### src/rtcfs_pkg.sv
/*
  Shared constants, types and helpers for the counter flag/status register block.
  Assumes a 32-bit APB slave with one register per aligned word at four times the index.
*/
package rtcfs_pkg;
  localparam int RTCFS_DATA_W = 32;
  localparam int RTCFS_ADDR_W = 8;
  localparam int RTCFS_HALF_W = 16;
  localparam int RTCFS_REG_W = 8;
  // Register indices
  localparam logic [7:0] RTCFS_IDX_CTRL = 8'h00;
  localparam logic [7:0] RTCFS_IDX_ENSET = 8'h07;
  localparam logic [7:0] RTCFS_IDX_FLAGS = 8'h08;
  localparam logic [7:0] RTCFS_IDX_STATUS = 8'h0a;
  localparam logic [7:0] RTCFS_IDX_DBG = 8'h0b;
  localparam logic [7:0] RTCFS_IDX_TRIM = 8'h0c;
  localparam logic [7:0] RTCFS_IDX_COUNT = 8'h10;
  // Field positions
  localparam int RTCFS_BIT_OVF = 7;
  localparam int RTCFS_BIT_SYNC = 6;
  localparam int RTCFS_BIT_MATCH1 = 1;
  localparam int RTCFS_BIT_MATCH0 = 0;
  localparam int RTCFS_BIT_BUSY = 7;
  localparam int RTCFS_BIT_RUNDBG = 0;
  localparam int RTCFS_BIT_SIGN = 7;
  localparam int RTCFS_BIT_SWRST = 0;
  localparam int RTCFS_BIT_ENABLE = 1;
  localparam int RTCFS_MODE_LSB = 2;
  localparam int RTCFS_TRIM_MAG_W = 7;
  // Mode codes
  localparam logic [1:0] RTCFS_MODE_COUNT32 = 2'h0;
  localparam logic [1:0] RTCFS_MODE_COUNT16 = 2'h1;
  localparam logic [1:0] RTCFS_MODE_CALENDAR = 2'h2;
  // Flag and enable layouts per mode
  localparam logic [7:0] RTCFS_LAYOUT_ONE = 8'hc1;
  localparam logic [7:0] RTCFS_LAYOUT_TWO = 8'hc3;
  // Reset values
  localparam logic [7:0] RTCFS_REG_RESET = 8'h00;
  localparam logic [31:0] RTCFS_COUNT_RESET = 32'h0000_0000;
  // Timing defaults
  localparam int RTCFS_SYNC_CYCLES = 4;
  localparam int RTCFS_TRIM_ACC_W = 10;

  typedef enum {RTCFS_SYNC_IDLE, RTCFS_SYNC_RUN} rtcfs_sync_state_t;
  typedef enum {RTCFS_TGT_CTRL, RTCFS_TGT_TRIM, RTCFS_TGT_COUNT} rtcfs_target_t;

  function automatic logic rtcfs_hit(input logic [7:0] addr, input logic [7:0] idx);
    return addr == {idx[5:0], 2'b00};
  endfunction : rtcfs_hit

  function automatic logic [7:0] rtcfs_layout(input logic [1:0] mode);
    return (mode == RTCFS_MODE_COUNT16) ? RTCFS_LAYOUT_TWO : RTCFS_LAYOUT_ONE;
  endfunction : rtcfs_layout
endpackage : rtcfs_pkg

### src/rtcfs_sync_tracker.sv
/*
  Tracks one register synchronisation into the counter side and reports its end.
  Assumes start is a one-cycle pulse that only comes while busy is low.
*/
`timescale 1ns/1ps
module rtcfs_sync_tracker
  import rtcfs_pkg::*;
#(
  parameter int SYNC_CYCLES = RTCFS_SYNC_CYCLES
) (
  input wire logic clk,
  input wire logic rst_n,
  input wire logic start,
  input wire logic quiet,
  output logic busy,
  output logic fin,
  output logic fin_loud
);
  localparam int CNT_W = $clog2(SYNC_CYCLES + 1);
  localparam logic [CNT_W-1:0] CNT_LOAD = CNT_W'(SYNC_CYCLES - 1);
  localparam logic [CNT_W-1:0] CNT_ZERO = {CNT_W{1'b0}};

  rtcfs_sync_state_t state_r;
  logic [CNT_W-1:0] cnt_r;
  logic quiet_r;

  always_ff @(posedge clk or negedge rst_n) begin
    if (!rst_n) begin
      state_r <= RTCFS_SYNC_IDLE;
    end else begin
      case (state_r)
        RTCFS_SYNC_IDLE: begin
          if (start) begin
            state_r <= RTCFS_SYNC_RUN;
          end
        end
        RTCFS_SYNC_RUN: begin
          if (cnt_r == CNT_ZERO) begin
            state_r <= RTCFS_SYNC_IDLE;
          end
        end
        default: begin
          state_r <= RTCFS_SYNC_IDLE;
        end
      endcase
    end
  end

  always_ff @(posedge clk or negedge rst_n) begin
    if (!rst_n) begin
      cnt_r <= CNT_ZERO;
    end else if (start) begin
      cnt_r <= CNT_LOAD;
    end else if (busy && cnt_r != CNT_ZERO) begin
      cnt_r <= cnt_r - 1'b1;
    end
  end

  // Enable and software reset end quietly
  always_ff @(posedge clk or negedge rst_n) begin
    if (!rst_n) begin
      quiet_r <= 1'b0;
    end else if (start) begin
      quiet_r <= quiet;
    end
  end

  assign busy = state_r == RTCFS_SYNC_RUN;
  assign fin = busy && cnt_r == CNT_ZERO;
  assign fin_loud = fin && !quiet_r;
endmodule : rtcfs_sync_tracker

### src/rtcfs_regs.sv
/*
  Flag, enable, status, debug, trim and counter registers of a real-time counter, APB slave.
  Assumes COUNTER_TICK is a one-cycle pulse per counter-clock cycle, synchronous to CLK_SYS.
*/
`timescale 1ns/1ps
// Overview of operation
// [RL1] Writing one sets enable bit, zero ignored
// [RL2] Overflow flag set on next counter tick
// [RL3] Interrupt when flag set and enabled
// [RL4] Writing one clears flag, zero ignored
// [RL5] Sync-done flag on busy fall, except enable/reset
// [RL6] Compare flags set one tick after match
// [RL7] Alarm flag set tick after calendar match
// [RL8] Busy high during domain synchronisation
// [RL9] Counter halts in debug unless run bit
// [RL10] Run-in-debug bit survives software reset
// [RL11] Trim sign: zero faster, one slower
// [RL12] Trim magnitude zero disables, else proportional
// [RL13] Trim writes protected and synchronised
// [RL14] 32-bit counter value, reset zero, read/write
// [RL15] 16-bit counter value in 16-bit mode
// [RL16] Counter accesses synchronised; software waits busy
// [RL17] Protected registers ignore writes while protected
// [RL18] Flag layout follows selected mode
module rtcfs_regs
  import rtcfs_pkg::*;
#(
  parameter int SYNC_CYCLES = RTCFS_SYNC_CYCLES,
  parameter int TRIM_ACC_W = RTCFS_TRIM_ACC_W
) (
  input wire logic CLK_SYS,
  input wire logic RST_N,
  input wire logic PSEL,
  input wire logic PENABLE,
  input wire logic PWRITE,
  input wire logic [RTCFS_ADDR_W-1:0] PADDR,
  input wire logic [RTCFS_DATA_W-1:0] PWDATA,
  output logic [RTCFS_DATA_W-1:0] PRDATA,
  output logic PREADY,
  output logic PSLVERR,
  input wire logic COUNTER_TICK,
  input wire logic DEBUG_HALT,
  input wire logic WRITE_PROTECT,
  input wire logic [RTCFS_DATA_W-1:0] MATCH_VALUE_0,
  input wire logic [RTCFS_HALF_W-1:0] MATCH_VALUE_1,
  output logic EVENT_OVERFLOW,
  output logic EVENT_MATCH,
  output logic IRQ
);
  logic [1:0] mode_r;
  logic enable_r;
  logic [RTCFS_REG_W-1:0] enset_r;
  logic [RTCFS_REG_W-1:0] flags_r;
  logic [RTCFS_REG_W-1:0] flags_nxt;
  logic run_dbg_r;
  logic [RTCFS_REG_W-1:0] trim_r;
  logic [RTCFS_DATA_W-1:0] count_r;
  logic [RTCFS_DATA_W-1:0] count_nxt;
  logic [TRIM_ACC_W-1:0] trim_acc_r;
  logic ovf_pend_r;
  logic [RTCFS_DATA_W-1:0] pend_data_r;
  rtcfs_target_t pend_sel_r;
  logic stall_r;
  logic [RTCFS_DATA_W-1:0] prdata_r;
  logic [RTCFS_DATA_W-1:0] rd_mux;
  logic ev_ovf_r;
  logic ev_match_r;

  logic access;
  logic done;
  logic wr_en;
  logic mapped;
  logic sync_reg;
  logic w_ctrl;
  logic w_enset;
  logic w_flags;
  logic w_dbg;
  logic w_trim;
  logic w_count;
  logic sync_start;
  logic sync_quiet;
  logic sync_busy;
  logic sync_fin;
  logic sync_fin_loud;
  logic apply;
  logic swrst_apply;
  logic run;
  logic tick_run;
  logic [TRIM_ACC_W:0] trim_sum;
  logic [1:0] step;
  logic [RTCFS_DATA_W:0] cnt_sum;
  logic wrap;
  logic mode16;
  logic match0;
  logic match1;
  logic [RTCFS_REG_W-1:0] set_bits;
  logic [RTCFS_REG_W-1:0] clr_bits;
  logic [RTCFS_REG_W-1:0] layout;

  assign layout = rtcfs_layout(mode_r);
  assign mode16 = mode_r == RTCFS_MODE_COUNT16;

  // Bus decode; counter accesses and control/trim writes stall while a sync is in flight
  assign access = PSEL && PENABLE;
  assign mapped = rtcfs_hit(PADDR, RTCFS_IDX_CTRL) || rtcfs_hit(PADDR, RTCFS_IDX_ENSET)
    || rtcfs_hit(PADDR, RTCFS_IDX_FLAGS) || rtcfs_hit(PADDR, RTCFS_IDX_STATUS)
    || rtcfs_hit(PADDR, RTCFS_IDX_DBG) || rtcfs_hit(PADDR, RTCFS_IDX_TRIM)
    || rtcfs_hit(PADDR, RTCFS_IDX_COUNT);
  // [RL16] Counter access synchronised
  assign sync_reg = rtcfs_hit(PADDR, RTCFS_IDX_COUNT)
    || (PWRITE && (rtcfs_hit(PADDR, RTCFS_IDX_TRIM) || rtcfs_hit(PADDR, RTCFS_IDX_CTRL)));
  assign done = access && !stall_r;
  assign wr_en = done && PWRITE;
  assign PREADY = done;
  assign PSLVERR = done && !mapped;
  assign PRDATA = prdata_r;

  // One extra cycle after busy falls lets read data pick up the applied value
  always_ff @(posedge CLK_SYS or negedge RST_N) begin
    if (!RST_N) begin
      stall_r <= 1'b0;
    end else begin
      stall_r <= PSEL && sync_reg && sync_busy;
    end
  end

  // [RL17] Protected writes dropped
  assign w_ctrl = wr_en && !WRITE_PROTECT && rtcfs_hit(PADDR, RTCFS_IDX_CTRL);
  assign w_enset = wr_en && !WRITE_PROTECT && rtcfs_hit(PADDR, RTCFS_IDX_ENSET);
  assign w_trim = wr_en && !WRITE_PROTECT && rtcfs_hit(PADDR, RTCFS_IDX_TRIM);
  assign w_count = wr_en && !WRITE_PROTECT && rtcfs_hit(PADDR, RTCFS_IDX_COUNT);
  assign w_flags = wr_en && rtcfs_hit(PADDR, RTCFS_IDX_FLAGS);
  assign w_dbg = wr_en && rtcfs_hit(PADDR, RTCFS_IDX_DBG);

  // [RL13] Trim goes through sync
  assign sync_start = w_ctrl || w_trim || w_count;
  assign sync_quiet = w_ctrl && (PWDATA[RTCFS_BIT_SWRST] || (PWDATA[RTCFS_BIT_ENABLE] && !enable_r));
  assign apply = sync_fin;
  assign swrst_apply = apply && pend_sel_r == RTCFS_TGT_CTRL && pend_data_r[RTCFS_BIT_SWRST];

  // [RL8] Busy tracking
  rtcfs_sync_tracker #(
    .SYNC_CYCLES(SYNC_CYCLES)
  ) u_sync (
    .clk(CLK_SYS),
    .rst_n(RST_N),
    .start(sync_start),
    .quiet(sync_quiet),
    .busy(sync_busy),
    .fin(sync_fin),
    .fin_loud(sync_fin_loud)
  );

  always_ff @(posedge CLK_SYS or negedge RST_N) begin
    if (!RST_N) begin
      pend_data_r <= RTCFS_COUNT_RESET;
      pend_sel_r <= RTCFS_TGT_CTRL;
    end else if (sync_start) begin
      pend_data_r <= PWDATA;
      pend_sel_r <= w_trim ? RTCFS_TGT_TRIM : (w_count ? RTCFS_TGT_COUNT : RTCFS_TGT_CTRL);
    end
  end

  always_ff @(posedge CLK_SYS or negedge RST_N) begin
    if (!RST_N) begin
      mode_r <= RTCFS_MODE_COUNT32;
      enable_r <= 1'b0;
    end else if (swrst_apply) begin
      mode_r <= RTCFS_MODE_COUNT32;
      enable_r <= 1'b0;
    end else if (apply && pend_sel_r == RTCFS_TGT_CTRL) begin
      mode_r <= pend_data_r[RTCFS_MODE_LSB +: 2];
      enable_r <= pend_data_r[RTCFS_BIT_ENABLE];
    end
  end

  // [RL1] Set-only enables
  always_ff @(posedge CLK_SYS or negedge RST_N) begin
    if (!RST_N) begin
      enset_r <= RTCFS_REG_RESET;
    end else if (swrst_apply) begin
      enset_r <= RTCFS_REG_RESET;
    end else if (w_enset) begin
      enset_r <= enset_r | (PWDATA[RTCFS_REG_W-1:0] & layout);
    end
  end

  // [RL10] Software reset leaves it; power-on reset or a zero write clears it
  always_ff @(posedge CLK_SYS or negedge RST_N) begin
    if (!RST_N) begin
      run_dbg_r <= 1'b0;
    end else if (w_dbg) begin
      run_dbg_r <= PWDATA[RTCFS_BIT_RUNDBG];
    end
  end

  // [RL11] Sign and magnitude held after sync
  always_ff @(posedge CLK_SYS or negedge RST_N) begin
    if (!RST_N) begin
      trim_r <= RTCFS_REG_RESET;
    end else if (swrst_apply) begin
      trim_r <= RTCFS_REG_RESET;
    end else if (apply && pend_sel_r == RTCFS_TGT_TRIM) begin
      trim_r <= pend_data_r[RTCFS_REG_W-1:0];
    end
  end

  // [RL9] Debug halt gate
  assign run = enable_r && (!DEBUG_HALT || run_dbg_r);
  assign tick_run = COUNTER_TICK && run;

  // [RL12] Magnitude accumulates; carry adds or drops one count
  assign trim_sum = {1'b0, trim_acc_r}
    + {{(TRIM_ACC_W + 1 - RTCFS_TRIM_MAG_W){1'b0}}, trim_r[RTCFS_TRIM_MAG_W-1:0]};
  // [RL11] Sign picks extra or skipped count
  assign step = !trim_sum[TRIM_ACC_W] ? 2'h1 : (trim_r[RTCFS_BIT_SIGN] ? 2'h0 : 2'h2);
  assign cnt_sum = {1'b0, count_r} + {{(RTCFS_DATA_W - 1){1'b0}}, step};
  assign wrap = mode16 ? cnt_sum[RTCFS_HALF_W] : cnt_sum[RTCFS_DATA_W];
  // [RL15] Upper half held zero
  assign count_nxt = mode16 ? {{RTCFS_HALF_W{1'b0}}, cnt_sum[RTCFS_HALF_W-1:0]}
    : cnt_sum[RTCFS_DATA_W-1:0];

  always_ff @(posedge CLK_SYS or negedge RST_N) begin
    if (!RST_N) begin
      trim_acc_r <= {TRIM_ACC_W{1'b0}};
    end else if (swrst_apply) begin
      trim_acc_r <= {TRIM_ACC_W{1'b0}};
    end else if (tick_run) begin
      trim_acc_r <= trim_sum[TRIM_ACC_W-1:0];
    end
  end

  // [RL14] Counter value
  always_ff @(posedge CLK_SYS or negedge RST_N) begin
    if (!RST_N) begin
      count_r <= RTCFS_COUNT_RESET;
    end else if (swrst_apply) begin
      count_r <= RTCFS_COUNT_RESET;
    end else if (apply && pend_sel_r == RTCFS_TGT_COUNT) begin
      count_r <= mode16 ? {{RTCFS_HALF_W{1'b0}}, pend_data_r[RTCFS_HALF_W-1:0]} : pend_data_r;
    end else if (tick_run) begin
      count_r <= count_nxt;
    end
  end

  // [RL2] Wrap remembered until the next tick
  always_ff @(posedge CLK_SYS or negedge RST_N) begin
    if (!RST_N) begin
      ovf_pend_r <= 1'b0;
    end else if (swrst_apply) begin
      ovf_pend_r <= 1'b0;
    end else if (tick_run) begin
      ovf_pend_r <= wrap;
    end
  end

  // [RL6] Compare and alarm match
  assign match0 = mode16 ? count_r[RTCFS_HALF_W-1:0] == MATCH_VALUE_0[RTCFS_HALF_W-1:0]
    : count_r == MATCH_VALUE_0;
  assign match1 = mode16 && count_r[RTCFS_HALF_W-1:0] == MATCH_VALUE_1;

  always_comb begin
    set_bits = RTCFS_REG_RESET;
    // [RL2] Overflow flag
    set_bits[RTCFS_BIT_OVF] = tick_run && ovf_pend_r;
    // [RL5] Sync done flag
    set_bits[RTCFS_BIT_SYNC] = sync_fin_loud;
    // [RL7] Alarm or compare zero
    set_bits[RTCFS_BIT_MATCH0] = tick_run && match0;
    set_bits[RTCFS_BIT_MATCH1] = tick_run && match1;
  end

  // [RL4] Write-one clear, set wins
  assign clr_bits = w_flags ? PWDATA[RTCFS_REG_W-1:0] : RTCFS_REG_RESET;
  assign flags_nxt = (flags_r & ~clr_bits) | (set_bits & layout);

  always_ff @(posedge CLK_SYS or negedge RST_N) begin
    if (!RST_N) begin
      flags_r <= RTCFS_REG_RESET;
    end else if (swrst_apply) begin
      flags_r <= RTCFS_REG_RESET;
    end else begin
      flags_r <= flags_nxt;
    end
  end

  always_ff @(posedge CLK_SYS or negedge RST_N) begin
    if (!RST_N) begin
      ev_ovf_r <= 1'b0;
      ev_match_r <= 1'b0;
    end else begin
      ev_ovf_r <= set_bits[RTCFS_BIT_OVF];
      ev_match_r <= set_bits[RTCFS_BIT_MATCH0] || set_bits[RTCFS_BIT_MATCH1];
    end
  end
  assign EVENT_OVERFLOW = ev_ovf_r;
  assign EVENT_MATCH = ev_match_r;

  // [RL3] Enabled flags request interrupt
  assign IRQ = |(flags_r & enset_r & layout);

  // [RL18] Mode-dependent read layout
  always_comb begin
    rd_mux = {RTCFS_DATA_W{1'b0}};
    if (rtcfs_hit(PADDR, RTCFS_IDX_CTRL)) begin
      rd_mux[RTCFS_MODE_LSB +: 2] = mode_r;
      rd_mux[RTCFS_BIT_ENABLE] = enable_r;
    end else if (rtcfs_hit(PADDR, RTCFS_IDX_ENSET)) begin
      rd_mux[RTCFS_REG_W-1:0] = enset_r & layout;
    end else if (rtcfs_hit(PADDR, RTCFS_IDX_FLAGS)) begin
      rd_mux[RTCFS_REG_W-1:0] = flags_r & layout;
    end else if (rtcfs_hit(PADDR, RTCFS_IDX_STATUS)) begin
      rd_mux[RTCFS_BIT_BUSY] = sync_busy;
    end else if (rtcfs_hit(PADDR, RTCFS_IDX_DBG)) begin
      rd_mux[RTCFS_BIT_RUNDBG] = run_dbg_r;
    end else if (rtcfs_hit(PADDR, RTCFS_IDX_TRIM)) begin
      rd_mux[RTCFS_REG_W-1:0] = trim_r;
    end else if (rtcfs_hit(PADDR, RTCFS_IDX_COUNT)) begin
      rd_mux = count_r;
    end
  end

  always_ff @(posedge CLK_SYS or negedge RST_N) begin
    if (!RST_N) begin
      prdata_r <= {RTCFS_DATA_W{1'b0}};
    end else if (PSEL) begin
      prdata_r <= rd_mux;
    end
  end
endmodule : rtcfs_regs

### config.mk
export PLATFORM = sky130hd
export DESIGN_NAME = rtcfs_regs
export DESIGN_NICKNAME = d
export VERILOG_FILES = /design/src/rtcfs_pkg.sv /design/src/rtcfs_sync_tracker.sv /design/src/rtcfs_regs.sv
export SDC_FILE = /design/constraint.sdc
export NUM_CORES = 1
export LEC_CHECK = 0
export ABC_CLOCK_PERIOD_IN_PS = 11700
export BUFFER_PORTS_ARGS = -buffer_cell sky130_fd_sc_hd__buf_4
export CAP_MARGIN = 5
export CORE_ASPECT_RATIO = 0.7
export CORE_MARGIN = 10
export CORE_UTILIZATION = 50
export CTS_CLUSTER_DIAMETER = 200
export DETAILED_ROUTE_END_ITERATION = 6
export GPL_TIMING_DRIVEN = 0
export PLACE_DENSITY = 0.75
export SLEW_MARGIN = 5
export SYNTH_ARGS = -nofsm -noshare
export SYNTH_HDL_FRONTEND = slang
export SYNTH_SLANG_ARGS = --single-unit
### constraint.sdc
create_clock -name CLK_SYS -period 11.7 [get_ports CLK_SYS]
set_input_delay 2.34 -clock CLK_SYS [delete_from_list [all_inputs] [get_ports CLK_SYS]]
set_output_delay 2.34 -clock CLK_SYS [all_outputs]
set_load 0.005 [all_outputs]
==> impl_metrics.toml <==
[outcome]
status = "completed"

[clocking]
clkLatencyLatePin_ns = 0.44
cts_buffer_depth = 2
cts.clk_slew.worst_paths_ns = 0.06
cts_tree = "yes"
cts_sinks = 137
cts-root-buf = "clkbuf_16"
cts-htree-levels = 4
ctsResizeCount = 0
postCtsSetupBuffers = 0
cts_buffers = 17
holdBufCountCts = 0

[route]
drc_errors = 0
vias = 7263
wire_per_inst_um = 21.7
postRouteAntennaNets = 0
drt-initial-drc-count = 807
first_pass_iters = 6
avgViaCountPerCell = 6.18
drt_wl_total_um = 25500

[critical_path]
crit_fanout = 8
critPathMaxStageDelay_ns = 0.50
cp.required_ns = 9.36
crit_slowest_cell = "nor4_2"
cp_data_arrival_time_ns = 3.57
timing.rr.end = "count_r[24]"
crit_path_end_kind = "primary output"
crit_type = "primary input to primary output"
crit_path_start_kind = "primary input"
r2r_cells = 13
cpLargestDelayFamily = "simple AND/OR/NAND/NOR gates"
path_cells = "buf_2, nor4_2, nand3_1, o211a_1, buf_4"
cp.buffers_inverters = 2
reg2reg_slack_ns = 7.50
timing.rr.start = "trim_r[0]"

[die]
io_pins = 133
die_w_um = 169
initial_core_util_pct = 50.6
die_h_um = 124
core-area_um2 = 15400
rows = 38
die-area_um2 = 21000

[global_route]
grt_usage_pct = 23.6
overflow = 0
grt_pass1_vias = 6991
antenna_found_initial = 0
grt_pass1_wl_um = 39400
grt_start_max_net_pins = 73

[final_layout]
mostFrequentLayoutCells = "137 x dfrtp_1, 134 x buf_4, 69 x o21ai_0"
diodes = 0
final_nets = 1072
drive_gt1_share_pct = 23.1
final_common_cell = "dfrtp_1"
fin_area_um2 = 9650
syn_to_final_growth_pct = 24.1

[timing]
slew_viol_final = 0
skew_ns = 0.0105
worst_pin_slew_ns = 0.831
finalSetupViolations = 0
period_minus_slack_ns = 5.91
holdWs_ns = 0.498
timing.final.crit_share_pct = 50.5
timing_hold_violations_final = 0
fin_ws_ns = 5.79
max_freq_mhz = 169
tns_ns = 0
rsz0062_at_grt = "false"
max_slew_margin_pct = 44.3

[placement]
dpl_worst_slack_ns = 5.86
port_buffers = 130
place_area_um2 = 9030
gp_congestion = 0.929
hpwlAfterDp_um = 19300

[logic_synthesis]
synth_edf_count = 0
syn_area_um2 = 7780
syn_inst = 813
synth_seq_area_share_pct = 44.1
yosysWarnings = 0
syn_nets = 922
synth.distinct_cells = 82
ys_ff_latch = 137
avgSynthCellArea_um2 = 9.56
ys.flop_type = "dfrtp_1"
async_reset_ff_share_pct = 100

[power]
power.switching_mw = 0.341
sw_frac_of_total_pct = 26.9
ir_drop_uv = 94.0
clkPwrFrac_pct = 44.7
leakagePower_nw = 4.38
power.density_nw_per_um2 = 131
power_frac_comb_pct = 14.8
power_frac_seq_pct = 40.5
p_int_mw = 0.926

[worst_hold_path]
min_from = "pend_data_r[12]"
whs_endpoint = "pend_data_r[12]"
hold_depth = 1
hold_path.class = "flip-flop to flip-flop"

[run]
maxCapViolCount = 0
==> how the worst max path moves through the flow <==
| stage | end | slack (ns) | cells past startpoint | startpoint |
|---|---|---|---|---|
| after floorplan | PSLVERR | 6.20 | 4 | PADDR[3] |
| after global placement | PSLVERR | 5.87 | 5 | PADDR[3] |
| after detailed placement | PSLVERR | 5.86 | 5 | PADDR[3] |
| after CTS | PSLVERR | 5.84 | 5 | PADDR[3] |
| after global routing | PSLVERR | 5.71 | 5 | PADDR[3] |
| final | PSLVERR | 5.79 | 5 | PADDR[3] |
==> Yosys cell counts (5+ instances only) <==
cell	number	area (um^2)
buf_1	5	18.8
o211ai_1	10	75.1
and3_1	10	62.6
clkbuf_1	21	78.8
a211oi_1	9	67.6
a21oi_1	35	175
nor4_1	12	75.1
nor2_1	43	161
buf_4	5	37.5
o21ai_0	69	345
xor2_1	16	140
ha_1	11	138
a221o_1	7	70.1
buf_2	19	95.1
nand4_1	19	119
nand3_1	47	235
a22o_1	6	52.6
and2_1	5	31.3
inv_1	49	184
mux2_1	27	304
nor3_1	16	80.1
dfrtp_1	137	3430
nand2_1	66	248
o31ai_1	8	60.1
xnor2_1	41	359
mux2i_1	7	70.1
a32o_1	7	70.1
==> kinds of logic (layout without fill, tap and decap cells) <==
family                     count (synthesis)  count (layout)  share of synthesized area (%)
adders and majority gates                 13              13                           2.28
buffers and inverters                    105             268                           6.03
AOI/OAI and AO/OA                        195             195                           16.6
and+or+nand+nor                          269             269                           19.3
muxes                                     37              37                           5.25
xor gates and xnor gates                  57              57                           6.42
DFF                                      137             137                           44.1
==> flip-flops by register name, indices dropped and copies added (netlist names), 2 cells and up <==
register and flops:
pend_data_r 32, trim_r 8, u_sync.cnt_r 3, enset_r 4, pend_sel_r 2, trim_acc_r 10
PRDATA 32, mode_r 2, flags_r 4, count_r 32
==> through the flow <==
step	utilization (%)	power, mW	instances
after detailed placement	58.8	0.705	1144
final	62.9	1.27	1176
after floorplan	-	0.626	813
after global routing	62.9	1.31	1176
after global placement	58.6	0.699	1143
after CTS	62.9	1.27	1176
==> cell type report <==
class / count / area (um^2)
fill: 1267 / 5700
sequential: 137 / 3430
clock buffer: 19 / 453
clock inverter: 13 / 166
inverter: 49 / 184
tap: 200 / 250
multi-input combinational: 571 / 3880
buffer: 56 / 285
timing repair buffer: 131 / 1010
==> layer usage <==
| metal | vias to the layer above | global-route usage, % | wire (um) |
|---|---|---|---|
| met5 | - | 0 | 0 |
| met4 | 0 | 5.87 | 321 |
| met3 | 27 | 9.05 | 3310 |
| met2 | 447 | 31.5 | 10400 |
| met1 | 3551 | 34.6 | 11400 |
| li1 | 3238 | - | - |
==> power groups by stage <==
stage | Clock [mW] | Combinational (mW) | Sequential (mW)
final | 0.566 | 0.188 | 0.513
after global routing | 0.590 | 0.205 | 0.515
after CTS | 0.571 | 0.186 | 0.512
after detailed placement | 0 | 0.185 | 0.521
after global placement | 0 | 0.179 | 0.520
after floorplan | 0 | 0.111 | 0.515
Power figures use the tool's default switching activity.
